--- src/logic/tmra_map.vh ---
// Purpose: register indices, field positions, reset values for the timer block
// Assumes: register byte address is four times the index
// Notes: definitions only
`ifndef TMRA_MAP_VH
`define TMRA_MAP_VH

// Register indices (byte address = index * 4)
`define TMRA_IDX_GLOBAL_CTRL 10'h00b
`define TMRA_IDX_FLAGS_ONE 10'h00c
`define TMRA_IDX_FLAGS_TWO 10'h00d
`define TMRA_IDX_COUNT_LOW 10'h00e
`define TMRA_IDX_COUNT_HIGH 10'h00f
`define TMRA_IDX_TIMER_CTRL 10'h010
`define TMRA_IDX_CONV_RESULT 10'h01e
`define TMRA_IDX_CONV_CTRL 10'h01f
`define TMRA_IDX_ENABLES_ONE 10'h08c
`define TMRA_IDX_ENABLES_TWO 10'h08d

// Reset values
`define TMRA_RST_BYTE 8'h00

// Timer control fields
`define TMRA_TC_ON 0
`define TMRA_TC_EXT_SRC 1
`define TMRA_TC_PS_LO 4
`define TMRA_TC_PS_HI 5
`define TMRA_TC_MASK 8'h3f

// Converter control fields
`define TMRA_CC_ENABLE 0
`define TMRA_CC_GO 2
`define TMRA_CC_MASK 8'hfd

// Flag and enable bit positions
`define TMRA_F1_OVERFLOW 0
`define TMRA_F1_CMP_FIRST 2
`define TMRA_F1_CONV_DONE 6
`define TMRA_F2_CMP_SECOND 0
`define TMRA_F2_MASK 8'h01
`define TMRA_GC_GLOBAL 7
`define TMRA_GC_PERIPH 6

// Special event trigger compare mode
`define TMRA_MODE_SPECIAL 4'hb

`endif

--- src/logic/tmra_prescale.v ---
// Purpose: timer prescaler, 1:1 to 1:8
// Assumes: tick_in is a one-cycle pulse
// Notes: clear wins over counting
`timescale 1ns/1ns
module tmra_prescale (
   // Clock and reset
   input wire pclk,
   input wire presetn,
   // Control
   input wire clear,
   input wire tick_in,
   input wire [1:0] ratio,
   // Prescaled tick
   output wire tick_out
);
   reg [2:0] count;
   wire [2:0] mask;

   // Ratio 0..3 gives divide by 1, 2, 4, 8
   assign mask = (ratio == 2'h0) ? 3'h0 : (ratio == 2'h1) ? 3'h1 :
                 (ratio == 2'h2) ? 3'h3 : 3'h7;
   assign tick_out = tick_in & ((count & mask) == mask) & ~clear;

   // Prescale counter
   always @(posedge pclk or negedge presetn) begin
      if (!presetn) begin
         count <= 3'h0;
      end else if (clear) begin
         count <= 3'h0;
      end else if (tick_in) begin
         count <= count + 3'h1;
      end
   end
endmodule // tmra_prescale

--- src/logic/tmra_trigger.v ---
// Purpose: special event trigger decode for both compare units
// Assumes: match inputs are one-cycle pulses from the compare units
// Notes: purely combinational, registered by the caller
`timescale 1ns/1ns
`include "tmra_map.vh"
module tmra_trigger (
   // Compare unit side
   input wire [1:0] cmp_match,
   input wire [7:0] cmp_mode,
   // Converter enable
   input wire conv_enable,
   // Decoded events
   output wire [1:0] special,
   output wire conv_start
);
   genvar i;
   // One decoder per compare unit
   generate
      for (i = 0; i < 2; i = i + 1) begin : g_unit
         assign special[i] = cmp_match[i] &
            (cmp_mode[4*i+3:4*i] == `TMRA_MODE_SPECIAL);
      end
   endgenerate

   // Only the second unit may start a conversion
   assign conv_start = special[1] & conv_enable;
endmodule // tmra_trigger

--- src/logic/tmra_top.v ---
// Purpose: 16-bit timer with reset handling and converter start trigger
// Assumes: APB slave, one clock, inputs synchronous to pclk
// Notes: presetn is the power-on / brown-out reset; other_reset the rest
//
// Decided for this implementation: register access over APB.
`timescale 1ns/1ns
`include "tmra_map.vh"
module tmra_top (
   // Clock and reset
   input wire pclk,
   input wire presetn,
   input wire other_reset,
   // APB slave
   input wire psel,
   input wire penable,
   input wire pwrite,
   input wire [11:0] paddr,
   input wire [31:0] pwdata,
   output reg [31:0] prdata,
   output reg pready,
   output reg pslverr,
   // External timer clock pin
   input wire ext_clk_pin,
   // Compare units
   input wire cmp_first_match,
   input wire [3:0] cmp_first_mode,
   input wire cmp_second_match,
   input wire [3:0] cmp_second_mode,
   // Converter
   input wire conv_done,
   input wire [7:0] conv_data,
   output reg conv_start,
   output reg conv_enable,
   output reg [2:0] conv_channel,
   output reg [1:0] conv_clock_sel,
   // Interrupt
   output reg irq
);
   // Register storage
   reg [7:0] global_interrupt_control;
   reg [7:0] peripheral_flags_one;
   reg [7:0] peripheral_flags_two;
   reg [7:0] count_low_byte;
   reg [7:0] count_high_byte;
   reg [7:0] timer_control;
   reg [7:0] conversion_result;
   reg [7:0] converter_control;
   reg [7:0] peripheral_enables_one;
   reg [7:0] peripheral_enables_two;
   reg ext_clk_q;

   // Bus decode
   wire [9:0] idx;
   wire access;
   wire done;
   wire wr;
   wire rd;
   wire mapped;
   reg [7:0] read_byte;

   // Timer datapath
   wire wr_low;
   wire wr_high;
   wire count_wr;
   wire src_tick;
   wire pre_tick;
   wire [1:0] special;
   wire start_req;
   wire trig_reset;
   wire [15:0] count;
   wire [16:0] count_inc;

   // Next values
   reg [7:0] next_flags_one;
   reg [7:0] next_flags_two;
   reg [7:0] next_conv_ctrl;

   assign idx = paddr[11:2];
   assign access = psel & penable;
   assign done = access & pready;
   assign wr = done & pwrite & ~pslverr;
   assign rd = done & ~pwrite & ~pslverr;

   // Address map
   assign mapped = (paddr[1:0] == 2'h0) &&
      (idx == `TMRA_IDX_GLOBAL_CTRL || idx == `TMRA_IDX_FLAGS_ONE ||
       idx == `TMRA_IDX_FLAGS_TWO || idx == `TMRA_IDX_COUNT_LOW ||
       idx == `TMRA_IDX_COUNT_HIGH || idx == `TMRA_IDX_TIMER_CTRL ||
       idx == `TMRA_IDX_CONV_RESULT || idx == `TMRA_IDX_CONV_CTRL ||
       idx == `TMRA_IDX_ENABLES_ONE || idx == `TMRA_IDX_ENABLES_TWO);

   // Read multiplexer
   always @* begin
      case (idx)
         `TMRA_IDX_GLOBAL_CTRL: read_byte = global_interrupt_control;
         `TMRA_IDX_FLAGS_ONE: read_byte = peripheral_flags_one;
         `TMRA_IDX_FLAGS_TWO: read_byte = peripheral_flags_two;
         `TMRA_IDX_COUNT_LOW: read_byte = count_low_byte;
         `TMRA_IDX_COUNT_HIGH: read_byte = count_high_byte;
         `TMRA_IDX_TIMER_CTRL: read_byte = timer_control;
         `TMRA_IDX_CONV_RESULT: read_byte = conversion_result;
         `TMRA_IDX_CONV_CTRL: read_byte = converter_control;
         `TMRA_IDX_ENABLES_ONE: read_byte = peripheral_enables_one;
         `TMRA_IDX_ENABLES_TWO: read_byte = peripheral_enables_two;
         default: read_byte = `TMRA_RST_BYTE;
      endcase
   end

   // Bus handshake: one wait cycle so read data comes from a flop
   always @(posedge pclk or negedge presetn) begin
      if (!presetn) begin
         pready <= 1'b0;
         pslverr <= 1'b0;
         prdata <= 32'h0;
      end else if (access && !pready) begin
         pready <= 1'b1;
         pslverr <= ~mapped;
         prdata <= mapped ? {24'h0, read_byte} : 32'h0;
      end else begin
         pready <= 1'b0;
         pslverr <= 1'b0;
      end
   end

   // External clock edge; the pin is taken as synchronous
   always @(posedge pclk or negedge presetn) begin
      if (!presetn) begin
         ext_clk_q <= 1'b0;
      end else begin
         ext_clk_q <= ext_clk_pin;
      end
   end

   assign wr_low = wr && idx == `TMRA_IDX_COUNT_LOW;
   assign wr_high = wr && idx == `TMRA_IDX_COUNT_HIGH;
   assign count_wr = wr_low | wr_high;
   assign src_tick = timer_control[`TMRA_TC_ON] &
      (timer_control[`TMRA_TC_EXT_SRC] ? (ext_clk_pin & ~ext_clk_q) : 1'b1);

   tmra_prescale u_prescale (
      .pclk(pclk),
      .presetn(presetn),
      .clear(count_wr),
      .tick_in(src_tick),
      .ratio(timer_control[`TMRA_TC_PS_HI:`TMRA_TC_PS_LO]),
      .tick_out(pre_tick)
   );

   tmra_trigger u_trigger (
      .cmp_match({cmp_second_match, cmp_first_match}),
      .cmp_mode({cmp_second_mode, cmp_first_mode}),
      .conv_enable(converter_control[`TMRA_CC_ENABLE]),
      .special(special),
      .conv_start(start_req)
   );

   assign trig_reset = special[0] | special[1];
   assign count = {count_high_byte, count_low_byte};
   assign count_inc = {1'b0, count} + 17'h1;

   // Count pair: no reset term, so neither presetn nor other_reset touches it; only the trigger clears it
   always @(posedge pclk) begin
      if (count_wr) begin
         // Write beats trigger and increment
         if (wr_low) begin
            count_low_byte <= pwdata[7:0];
         end
         if (wr_high) begin
            count_high_byte <= pwdata[7:0];
         end
      end else if (trig_reset) begin
         count_low_byte <= `TMRA_RST_BYTE;
         count_high_byte <= `TMRA_RST_BYTE;
      end else if (pre_tick) begin
         count_low_byte <= count_inc[7:0];
         count_high_byte <= count_inc[15:8];
      end
   end

   // Timer control: only power-on / brown-out reset clears it
   always @(posedge pclk or negedge presetn) begin
      if (!presetn) begin
         timer_control <= `TMRA_RST_BYTE;
      end else if (wr && idx == `TMRA_IDX_TIMER_CTRL) begin
         timer_control <= pwdata[7:0] & `TMRA_TC_MASK;
      end
   end

   // Flag next values; a set in the clearing cycle survives
   always @* begin
      next_flags_one = peripheral_flags_one;
      next_flags_two = peripheral_flags_two;
      if (wr && idx == `TMRA_IDX_FLAGS_ONE) begin
         next_flags_one = pwdata[7:0];
      end else if (rd && idx == `TMRA_IDX_FLAGS_ONE) begin
         next_flags_one = `TMRA_RST_BYTE;
      end
      if (wr && idx == `TMRA_IDX_FLAGS_TWO) begin
         next_flags_two = pwdata[7:0] & `TMRA_F2_MASK;
      end else if (rd && idx == `TMRA_IDX_FLAGS_TWO) begin
         next_flags_two = `TMRA_RST_BYTE;
      end
      // Overflow only from counting, never from a trigger reset
      if (pre_tick && !count_wr && !trig_reset && count_inc[16]) begin
         next_flags_one[`TMRA_F1_OVERFLOW] = 1'b1;
      end
      if (special[0]) begin
         next_flags_one[`TMRA_F1_CMP_FIRST] = 1'b1;
      end
      if (conv_done) begin
         next_flags_one[`TMRA_F1_CONV_DONE] = 1'b1;
      end
      if (special[1]) begin
         next_flags_two[`TMRA_F2_CMP_SECOND] = 1'b1;
      end
   end

   // Converter control next value; trigger start wins over done
   always @* begin
      next_conv_ctrl = converter_control;
      if (wr && idx == `TMRA_IDX_CONV_CTRL) begin
         next_conv_ctrl = pwdata[7:0] & `TMRA_CC_MASK;
      end
      if (conv_done) begin
         next_conv_ctrl[`TMRA_CC_GO] = 1'b0;
      end
      if (start_req) begin
         next_conv_ctrl[`TMRA_CC_GO] = 1'b1;
      end
   end

   // Registers cleared by every reset, except bit 0 of global control on other_reset
   always @(posedge pclk or negedge presetn) begin
      if (!presetn) begin
         global_interrupt_control <= `TMRA_RST_BYTE;
         peripheral_flags_one <= `TMRA_RST_BYTE;
         peripheral_flags_two <= `TMRA_RST_BYTE;
         converter_control <= `TMRA_RST_BYTE;
         peripheral_enables_one <= `TMRA_RST_BYTE;
         peripheral_enables_two <= `TMRA_RST_BYTE;
      end else if (other_reset) begin
         // Bit 0 of global control keeps its value on other resets
         global_interrupt_control <= {7'h0, global_interrupt_control[0]};
         peripheral_flags_one <= `TMRA_RST_BYTE;
         peripheral_flags_two <= `TMRA_RST_BYTE;
         converter_control <= `TMRA_RST_BYTE;
         peripheral_enables_one <= `TMRA_RST_BYTE;
         peripheral_enables_two <= `TMRA_RST_BYTE;
      end else begin
         if (wr && idx == `TMRA_IDX_GLOBAL_CTRL) begin
            global_interrupt_control <= pwdata[7:0];
         end
         if (wr && idx == `TMRA_IDX_ENABLES_ONE) begin
            peripheral_enables_one <= pwdata[7:0];
         end
         if (wr && idx == `TMRA_IDX_ENABLES_TWO) begin
            peripheral_enables_two <= pwdata[7:0] & `TMRA_F2_MASK;
         end
         peripheral_flags_one <= next_flags_one;
         peripheral_flags_two <= next_flags_two;
         converter_control <= next_conv_ctrl;
      end
   end

   // Conversion result: unchanged by reset, loaded when converter finishes
   always @(posedge pclk) begin
      if (conv_done) begin
         conversion_result <= conv_data;
      end
   end

   // Converter side outputs, all registered
   always @(posedge pclk or negedge presetn) begin
      if (!presetn) begin
         conv_start <= 1'b0;
         conv_enable <= 1'b0;
         conv_channel <= 3'h0;
         conv_clock_sel <= 2'h0;
      end else begin
         // Channel and acquisition time are software's job before the trigger
         conv_start <= start_req & ~other_reset;
         conv_enable <= next_conv_ctrl[`TMRA_CC_ENABLE] & ~other_reset;
         conv_channel <= other_reset ? 3'h0 : next_conv_ctrl[5:3];
         conv_clock_sel <= other_reset ? 2'h0 : next_conv_ctrl[7:6];
      end
   end

   // Interrupt: level, gated by global and peripheral enables
   always @(posedge pclk or negedge presetn) begin
      if (!presetn) begin
         irq <= 1'b0;
      end else begin
         irq <= global_interrupt_control[`TMRA_GC_GLOBAL] &
            global_interrupt_control[`TMRA_GC_PERIPH] &
            (|(peripheral_flags_one & peripheral_enables_one) |
             |(peripheral_flags_two & peripheral_enables_two));
      end
   end
endmodule // tmra_top

--- config.mk ---
export PLATFORM = sky130hd
export DESIGN_NAME = tmra_top
export DESIGN_NICKNAME = d
export VERILOG_FILES = /design/src/logic/tmra_prescale.v /design/src/logic/tmra_trigger.v /design/src/logic/tmra_top.v
export VERILOG_INCLUDE_DIRS = /design/src /design/src/logic
export SDC_FILE = /design/constraint.sdc
export NUM_CORES = 1
export LEC_CHECK = 0
export CAP_MARGIN = 20
export CORE_MARGIN = 4
export CORE_UTILIZATION = 40
export CTS_BUF_LIST = sky130_fd_sc_hd__clkbuf_4
export CTS_CLUSTER_SIZE = 20
export DETAILED_ROUTE_END_ITERATION = 6
export DONT_BUFFER_PORTS = 1
export PLACE_DENSITY = 0.62
export SETUP_SLACK_MARGIN = 0.1
export SYNTH_ARGS = -nofsm -noshare
export SYNTH_HDL_FRONTEND = slang
export SYNTH_SLANG_ARGS = --single-unit
--- constraint.sdc ---
create_clock -name pclk -period 2.2 [get_ports pclk]
set_input_delay 0.11 -clock pclk [delete_from_list [all_inputs] [get_ports pclk]]
set_output_delay 0.11 -clock pclk [all_outputs]
set_load 0.01 [all_outputs]
==> qor.yml, run 1 <==
place:
  dpl.hpwl_mm: 9.77
  gp_congestion: 0.883
  place_inst: 573
  port_buffers: 0
floorplanning:
  ioPinCount: 112
  start_util_pct: 41.3
  num_rows: 38
  die_h_um: 115
  core-area_um2: 11000
  die_w_um: 115
  dieArea_um2: 13100
sta:
  period_share_pct: 89.3
  finalSetupViolations: 0
  tightestPinTransition_ps: 687
  period_minus_slack_ps: 1960
  skew_ps: 17.0
  relSlewSlack_pct: 53.8
  finalHoldViolCount: 0
  maxSlewViolCount: 0
  max_freq_mhz: 509
  setup_tns_ps: 0
  rsz0062_at_grt: "no"
routing:
  drc: 0
  route.vias.total: 3606
  drtIter0Drc: 376
  wl_mm: 13.4
  ant_nets: 0
  post_drt_wl_per_cell_um: 21.7
  avgViaCountPerCell: 5.85
  firstDrtPassIters: 5
synth:
  yosysSeqAreaShare_pct: 46.2
  async_flop_share_pct: 69.6
  synth_edf_count: 24
  ys_seq_elements: 79
  ys_warn_count: 0
  synth_area_um2: 4540
  synth_top_flop_cell: "dfrtp_1"
  synthCells: 437
  synthTopCellsByArea: "dfrtp_1 30%, edfxtp_1 16%, mux2i_1 7.9%"
  avgSynthCellArea_um2: 10.4
  synth_area_leader_cell: "dfrtp_1"
  synth_top_area_share_pct: 30.3
  yosysUniqueCellTypes: 64
setup_path:
  worst-setup-path-type: "register to register"
  crit_path_max_fanout: 6
  setup.worst_path.start_class: "register"
  crit_path_end_kind: "register"
  worstPathArrival_ps: 2300
  cp_data_required_time_ps: 2540
global_route:
  antenna_found_initial: 1
  grt_usage_pct: 21.1
  grt_max_degree: 56
  grt_pass1_vias: 3589
  gr-total-overflow: 0
  grt_pass1_wl_mm: 20.7
finish:
  fin_nets: 542
  fillers: 1007
  area_delta_synth_final_pct: 12.5
  drive_gt1_share_pct: 13.7
  layout_commonest_cell: "dfrtp_1"
  fin_cells: 616
  layout_common_cells: "55 x dfrtp_1, 53 x nor2_1, 36 x mux2i_1"
clock_tree:
  clock-sinks: 79
  insertion_delay_ps: 450
  htree_levels: 3
  cts_buffers: 9
  clock_path_buffers: 2
  cts_root_buf: "clkbuf_4"
  tritoncts: "built"
  clk_pin_slew_ps: 130
pwr:
  irDropWorstVdd_v: 0.000277
  power_density_nw_per_um2: 532
  power_leakage_nw: 2.06
  p_total_mw: 2.72
worst_hold_path:
  holdCritPathClass: "input port to register"
status:
  status: "finished clean"
flow_run:
  cap_violations: 0
cells by family (layout without fill, tap and decap cells):
| group | after synthesis | after routing | share of synthesized area [%] |
|---|---|---|---|
| AOI/OAI and AO/OA | 82 | 82 | 12.8 |
| xor gates and xnor gates | 16 | 16 | 3.09 |
| adders and majority gates | 2 | 2 | 0.551 |
| buffers and inverters | 48 | 63 | 6.98 |
| DFF | 79 | 79 | 46.2 |
| muxes | 46 | 46 | 10.5 |
| other | 1 | 25 | 0.0826 |
| and+or+nand+nor | 163 | 163 | 19.8 |
registers in the layout (all words and copies together) (netlist names), 2 cells and up:
name / cells
global_interrupt_control: 8
conv_channel: 2
peripheral_flags_one: 8
conversion_result: 8
prdata: 8
converter_control: 3
timer_control: 6
count_low_byte: 8
peripheral_enables_one: 8
count_high_byte: 8
u_prescale.count: 3
stage by stage:
| step | hold WS (ps) | instance area (um2) | setup slack (ps) | util [%] |
|---|---|---|---|---|
| after floorplan | -186 | 4630 | 118 | - |
| after detailed placement | -184 | 4660 | 169 | 42.4 |
| after CTS | 23.5 | 5070 | 102 | 46.2 |
| after global placement | -184 | 4660 | 191 | 42.4 |
| final | 52.8 | 5100 | 236 | 46.5 |
| after global routing | 31.2 | 5100 | 128 | 46.5 |
synth_stat cells (2+ instances only):
| cell | n |
|---|---|
| nand3b_1 | 3 |
| a32o_1 | 2 |
| clkbuf_1 | 10 |
| mux2_2 | 9 |
| inv_1 | 3 |
| a221oi_1 | 3 |
| nor4_1 | 7 |
| a211oi_1 | 11 |
| o21ai_0 | 20 |
| edfxtp_1 | 24 |
| nand4b_1 | 2 |
| a32oi_1 | 4 |
| ha_1 | 2 |
| a21o_1 | 2 |
| a31oi_1 | 5 |
| nor3_1 | 8 |
| and4b_1 | 2 |
| nand2_1 | 36 |
| nor2_1 | 53 |
| nor4_4 | 3 |
| a22o_1 | 10 |
| a21oi_1 | 10 |
| dfrtp_1 | 55 |
| buf_6 | 3 |
| nand3_1 | 15 |
| and4bb_2 | 2 |
| nand4_1 | 5 |
| mux2i_1 | 36 |
| nand2b_1 | 2 |
| a22oi_1 | 4 |
| xnor2_1 | 9 |
| xor2_1 | 7 |
| o31ai_1 | 3 |
| and3_1 | 6 |
| or2_2 | 2 |
| nor3b_1 | 2 |
| buf_4 | 30 |
routing by layer:
layer,share of wire (%),routed length [um],global-route usage (%),vias to the layer above
met2,43,5780,30.2,204
met3,10,1400,6.29,34
li1,-,-,-,1639
met1,44,5830,30.0,1729
met4,2.8,371,7.84,0
met5,0,0,0,-
repair_timing:
item	in CTS	in global routing
hold buffers	25	0
setup buffers	0	0
setup endpoints to repair	0	24
endpoints found under the hold margin	132	0
resized for setup	0	1
cell type report:
| class | count | area, um2 | area share, % |
|---|---|---|---|
| multi-input combinational | 333 | 2220 | 43.5 |
| sequential | 79 | 2100 | 41.1 |
| timing repair buffer | 44 | 455 | 8.92 |
| tap | 140 | 175 | 3.43 |
| clock inverter | 7 | 73.8 | 1.45 |
| clock buffer | 9 | 67.6 | 1.32 |
| inverter | 3 | 11.3 | 0.221 |
| antenna | 1 | 2.50 | 0.0490 |
final timing paths:
path,startpoint,to,slack (ps),depth (start not counted)
min in group asynchronous,presetn,global_interrupt_control[1],190,2
setup / recovery,pslverr,conv_enable,240,6
max in group asynchronous,presetn,u_prescale.count[1],1750,2
hold reg to reg,timer_control[2],timer_control[2],530,1
hold / removal,paddr[8],prdata[2],50,4
setup reg to reg,pslverr,conv_enable,240,6
power by group:
| part | total, mW | internal (mW) | switching (mW) |
|---|---|---|---|
| Clock | 0.880 | 0.347 | 0.532 |
| Combinational | 0.260 | 0.101 | 0.158 |
| Sequential | 1.58 | 1.55 | 0.0292 |
| Total | 2.72 | 2.00 | 0.720 |
worst max-delay path, stage by stage (launching register included):
cell and delay (ps):
dfrtp_1 440, and4b_1 400, nand2_2 170, nor4_4 350
buf_4 240, mux2i_1 200, nor2_1 60
Note: power is estimated with default switching activity, not from simulation.
==> run 2, diff against run 1 <==
--- a/config.mk
+++ b/config.mk
@@ -8,12 +8,12 @@
 export LEC_CHECK = 0
 export CAP_MARGIN = 20
 export CORE_MARGIN = 4
-export CORE_UTILIZATION = 40
+export CORE_UTILIZATION = 38
 export CTS_BUF_LIST = sky130_fd_sc_hd__clkbuf_4
 export CTS_CLUSTER_SIZE = 20
 export DETAILED_ROUTE_END_ITERATION = 6
 export DONT_BUFFER_PORTS = 1
-export PLACE_DENSITY = 0.62
+export PLACE_DENSITY = 0.6
 export SETUP_SLACK_MARGIN = 0.1
 export SYNTH_ARGS = -nofsm -noshare
 export SYNTH_HDL_FRONTEND = slang
==> qor.yml, run 2 (synthesized netlist as in run 1, its figures left out) <==
status:
  status: "finished clean"
sta:
  worst_slack_ps: 192
  finalSetupViolations: 0
  rsz0062_at_grt: "no"
  finalHoldViolCount: 0
  period_minus_slack_ps: 2010
  maxSlewViolCount: 0
  tightestPinTransition_ps: 702
  skew_ps: 29.0
  max_freq_mhz: 498
  setup_tns_ps: 0
  period_share_pct: 91.3
  relSlewSlack_pct: 53.1
global_route:
  grt_max_degree: 56
  antenna_found_initial: 0
  grt_pass1_wl_mm: 21.0
  grt_usage_pct: 20.7
  gr-total-overflow: 0
  grt_pass1_vias: 3518
clock_tree:
  clk_pin_slew_ps: 150
  clock_path_buffers: 2
  htree_levels: 3
  cts_buffers: 9
  clock-sinks: 79
  insertion_delay_ps: 450
  cts-resized-gates: 0
  tritoncts: "built"
  cts_setup_buffers: 0
  cts_root_buf: "clkbuf_4"
floorplanning:
  num_rows: 39
  start_util_pct: 39.2
  die_h_um: 117
  die_w_um: 117
  ioPinCount: 112
  core-area_um2: 11600
  dieArea_um2: 13800
setup_path:
  worst-setup-path-type: "register to register"
  setup.worst_path.start_class: "register"
  crit_path_end_kind: "register"
  worstPathArrival_ps: 2350
  cp_data_required_time_ps: 2550
  crit_path_max_fanout: 6
finish:
  layout_common_cells: "55 x dfrtp_1, 53 x nor2_1, 36 x nand2_1, 36 x mux2i_1, 25 x dlygate4sd3_1"
  fillers: 1106
  antenna_cells: 0
  drive_gt1_share_pct: 12.7
  layout_commonest_cell: "dfrtp_1"
  area_delta_synth_final_pct: 12.0
  fin_nets: 541
worst_hold_path:
  holdCritPathClass: "input port to register"
routing:
  drc: 0
  post_drt_wl_per_cell_um: 22.3
  route.vias.total: 3643
  avgViaCountPerCell: 5.90
  wl_mm: 13.8
  firstDrtPassIters: 5
  ant_nets: 0
  drtIter0Drc: 396
pwr:
  swShare_pct: 25.5
  power_leakage_nw: 2.05
  power_density_nw_per_um2: 554
  combinationalPowerShare_pct: 9.1
  clockPowerShare_pct: 34.9
  p_switching_mw: 0.718
  p_seq_share_pct: 56.0
  internal-power_mw: 2.10
  irDropWorstVdd_v: 0.000303
place:
  gp_congestion: 0.921
  port_buffers: 0
  dpl.hpwl_mm: 10.1
  place_ws_ps: 187
flow_run:
  cap_violations: 0
run 2: cell count changes in the layout (fill, tap and decap cells not counted):
cell / delta
clkinv_4: -3
buf_12: -2
nand2_2: -1
nand2_1: +1
diode_2: -1
bufinv_16: +1
clkinv_1: +2
dlygate4sd3_1: +1
clkinv_2: -1
inv_4: +1
run 2: what timing repair did:
action,4_1_cts,5_1_grt
endpoints found under the setup margin,0,16
hold buffers,26,0
endpoints found under the hold margin,131,0
run 2: path summary, 6_finish.rpt:
path | from | to | slack (ps) | depth (start not counted)
worst max register to register | pslverr | conv_enable | 190 | 6
worst min-delay path | pwdata[0] | peripheral_flags_one[0] | 30 | 4
max in group asynchronous | presetn | global_interrupt_control[4] | 1770 | 2
worst min register to register | timer_control[3] | timer_control[3] | 530 | 1
worst max-delay path | pslverr | conv_enable | 190 | 6
min in group asynchronous | presetn | prdata[7] | 150 | 2
run 2: power by group through the flow:
stage / registers [mW] / logic [mW] / clock network [mW]
2_1_floorplan: 1.60 / 0.176 / 0
3_5_place_dp: 1.61 / 0.151 / 0
3_3_place_gp: 1.61 / 0.149 / 0
5_1_grt: 1.58 / 0.280 / 1.08
6_report: 1.58 / 0.255 / 0.983
4_1_cts: 1.58 / 0.247 / 1.01
run 2: stage by stage:
step / utilization, % / hold WS [ps] / cells / area (um2) / power [mW]
after floorplan: - / -186 / 460 / 4630 / 1.77
after global placement: 40.0 / -183 / 574 / 4630 / 1.76
after detailed placement: 40.0 / -184 / 574 / 4630 / 1.76
after CTS: 43.7 / 0.364 / 616 / 5060 / 2.83
after global routing: 44.0 / 28.0 / 617 / 5080 / 2.94
final: 44.0 / 34.3 / 617 / 5080 / 2.82
run 2: critical path, cell delays in order (launching register included):
cell and delay [ps]:
dfrtp_1 450, and4b_1 380, nand2_1 140, nor4_4 390
buf_4 240, mux2i_1 220, nor2_1 60
run 2: area by class of cell:
cell class                 count  area [um2]  share of cell area [%]
clock inverter                 7        86.3                    1.70
timing repair buffer          43         425                    8.37
inverter                       3        11.3                   0.221
multi-input combinational    333        2220                    43.6
tap                          143         179                    3.52
clock buffer                   9        67.6                    1.33
sequential                    79        2100                    41.2
run 2: routing by layer:
metal  GRT usage, %  vias to the layer above  part of all wire (%)
li1               -                     1635                     -
met1           29.3                     1770                    42
met2           30.9                      222                    44
met3           6.74                       16                    12
met4           4.82                        0                   1.4
met5              0                        -                     0
==> run 3, diff against run 2 <==
==> constraint.sdc (replaced) <==
create_clock -name pclk -period 2.2 [get_ports pclk]
set_input_delay 0.11 -clock pclk [delete_from_list [all_inputs] [get_ports pclk]]
set_output_delay 0.11 -clock pclk [all_outputs]
set_load 0.005 [all_outputs]
==> qor.yml, run 3 (synthesized netlist as in run 1, its figures left out) <==
global_route:
  grt_max_degree: 56
  grt_pass1_wl_mm: 20.9
  gr-total-overflow: 0
  grt_usage_pct: 20.9
  antenna_found_initial: 0
  grt_pass1_vias: 3500
setup_path:
  crit_end: "converter_control[2]"
  regToRegSetupSlack_ps: 250
  worstSetupStartpoint: "pslverr"
  setup.worst_path.start_class: "register"
  r2r_cells: 5
  worstPathArrival_ps: 2290
  worst-setup-path-type: "register to register"
  r2r_end: "converter_control[2]"
  crit_path_max_fanout: 3
  cp_data_required_time_ps: 2540
  r2r-start: "pslverr"
  crit_path_end_kind: "register"
clock_tree:
  insertion_delay_ps: 440
  cts_buffers: 9
  clock_path_buffers: 2
  cts_root_buf: "clkbuf_4"
  clk_pin_slew_ps: 150
  tritoncts: "built"
  clock-sinks: 79
  htree_levels: 3
sta:
  maxSlewViolCount: 0
  finalHoldViolCount: 0
  rsz0062_at_grt: "yes"
  finalSetupViolations: 0
  period_minus_slack_ps: 1950
  max_freq_mhz: 512
  relSlewSlack_pct: 55.5
  tightestPinTransition_ps: 666
  skew_ps: 29.8
  setup_tns_ps: 0
  period_share_pct: 88.8
floorplanning:
  ioPinCount: 112
  die_w_um: 117
  core-area_um2: 11600
  start_util_pct: 39.2
  die_h_um: 117
  num_rows: 39
  dieArea_um2: 13800
routing:
  avgViaCountPerCell: 5.86
  ant_nets: 0
  drtIter0Drc: 382
  drc: 0
  route.vias.total: 3623
  firstDrtPassIters: 5
  post_drt_wl_per_cell_um: 22.2
  wl_mm: 13.7
finish:
  area_delta_synth_final_pct: 12.6
  drive_gt1_share_pct: 13.5
  fillers: 1097
  fin_nets: 542
  post-route-util_pct: 44.2
  fin_area_um2: 5110
  antenna_cells: 0
  layout_commonest_cell: "dfrtp_1"
  layout_common_cells: "55 x dfrtp_1, 53 x nor2_1, 36 x nand2_1, 36 x mux2i_1, 25 x dlygate4sd3_1"
pwr:
  irDropWorstVdd_v: 0.000325
  p_total_mw: 2.83
  power_density_nw_per_um2: 554
  power_leakage_nw: 2.06
worst_hold_path:
  holdCritPathClass: "input port to register"
flow_run:
  cap_violations: 0
status:
  status: "finished clean"
place:
  port_buffers: 0
  dpl.hpwl_mm: 10.1
  gp_congestion: 0.965
  placed_cell_area_um2: 4630
==> run 3: changes by cell type in the layout (fill, tap and decap cells not counted), sizes merged <==
cell,previous run,this run
buf,18,19
clkinvlp,1,2
inv,4,3
==> run 3: repair_timing <==
action	in CTS	in global routing
setup endpoints to repair	0	22
gates resized for setup	0	2
endpoints found under the hold margin	132	0
setup buffers	0	0
hold buffers	26	0
==> run 3: report_power, final <==
part / total (mW) / internal [mW] / switching [mW]
logic: 0.250 / 0.0996 / 0.150
registers: 1.57 / 1.55 / 0.0249
clock network: 1.01 / 0.462 / 0.546
==> run 3: worst min path at each step <==
stage	from	end	slack (ps)	cells past startpoint
floorplan	presetn	conv_channel[0]	-190	0
global placement	presetn	peripheral_enables_one[3]	-180	0
detailed placement	presetn	prdata[6]	-180	0
CTS	pwrite	u_prescale.count[0]	20	2
global route	pwrite	u_prescale.count[0]	30	2
finish	pwrite	u_prescale.count[0]	60	2
==> run 3: final cells by class <==
cell class	instances	area, um2	area share, %
multi-input combinational	333	2220	43.4
sequential	79	2100	41.0
timing repair buffer	44	437	8.55
tap	143	179	3.50
clock inverter	7	97.6	1.91
clock buffer	9	67.6	1.32
inverter	3	11.3	0.220
==> run 3: routing by layer <==
metal	share of wire [%]	up-vias	global-route usage (%)	wire length, um
met5	0	-	0	0
met2	44	200	30.4	5970
met3	9.5	20	6.17	1310
met4	2.3	0	6.88	313
met1	45	1759	29.7	6120
li1	-	1644	-	-
==> run 3: through the flow <==
step	cells	setup WS, ps	hold slack (ps)
6_report	618	247	60.3
5_1_grt	618	99.8	27.3
4_1_cts	617	160	17.6
3_5_place_dp	575	205	-184
3_3_place_gp	575	222	-183
2_1_floorplan	460	118	-186
==> run 3: critical path, cell delays in order (launching register included) <==
cell and delay [ps]:
dfrtp_1 440, and4b_2 360, nand2_1 120, nor4_4 420, mux2_4 330, a21o_1 170
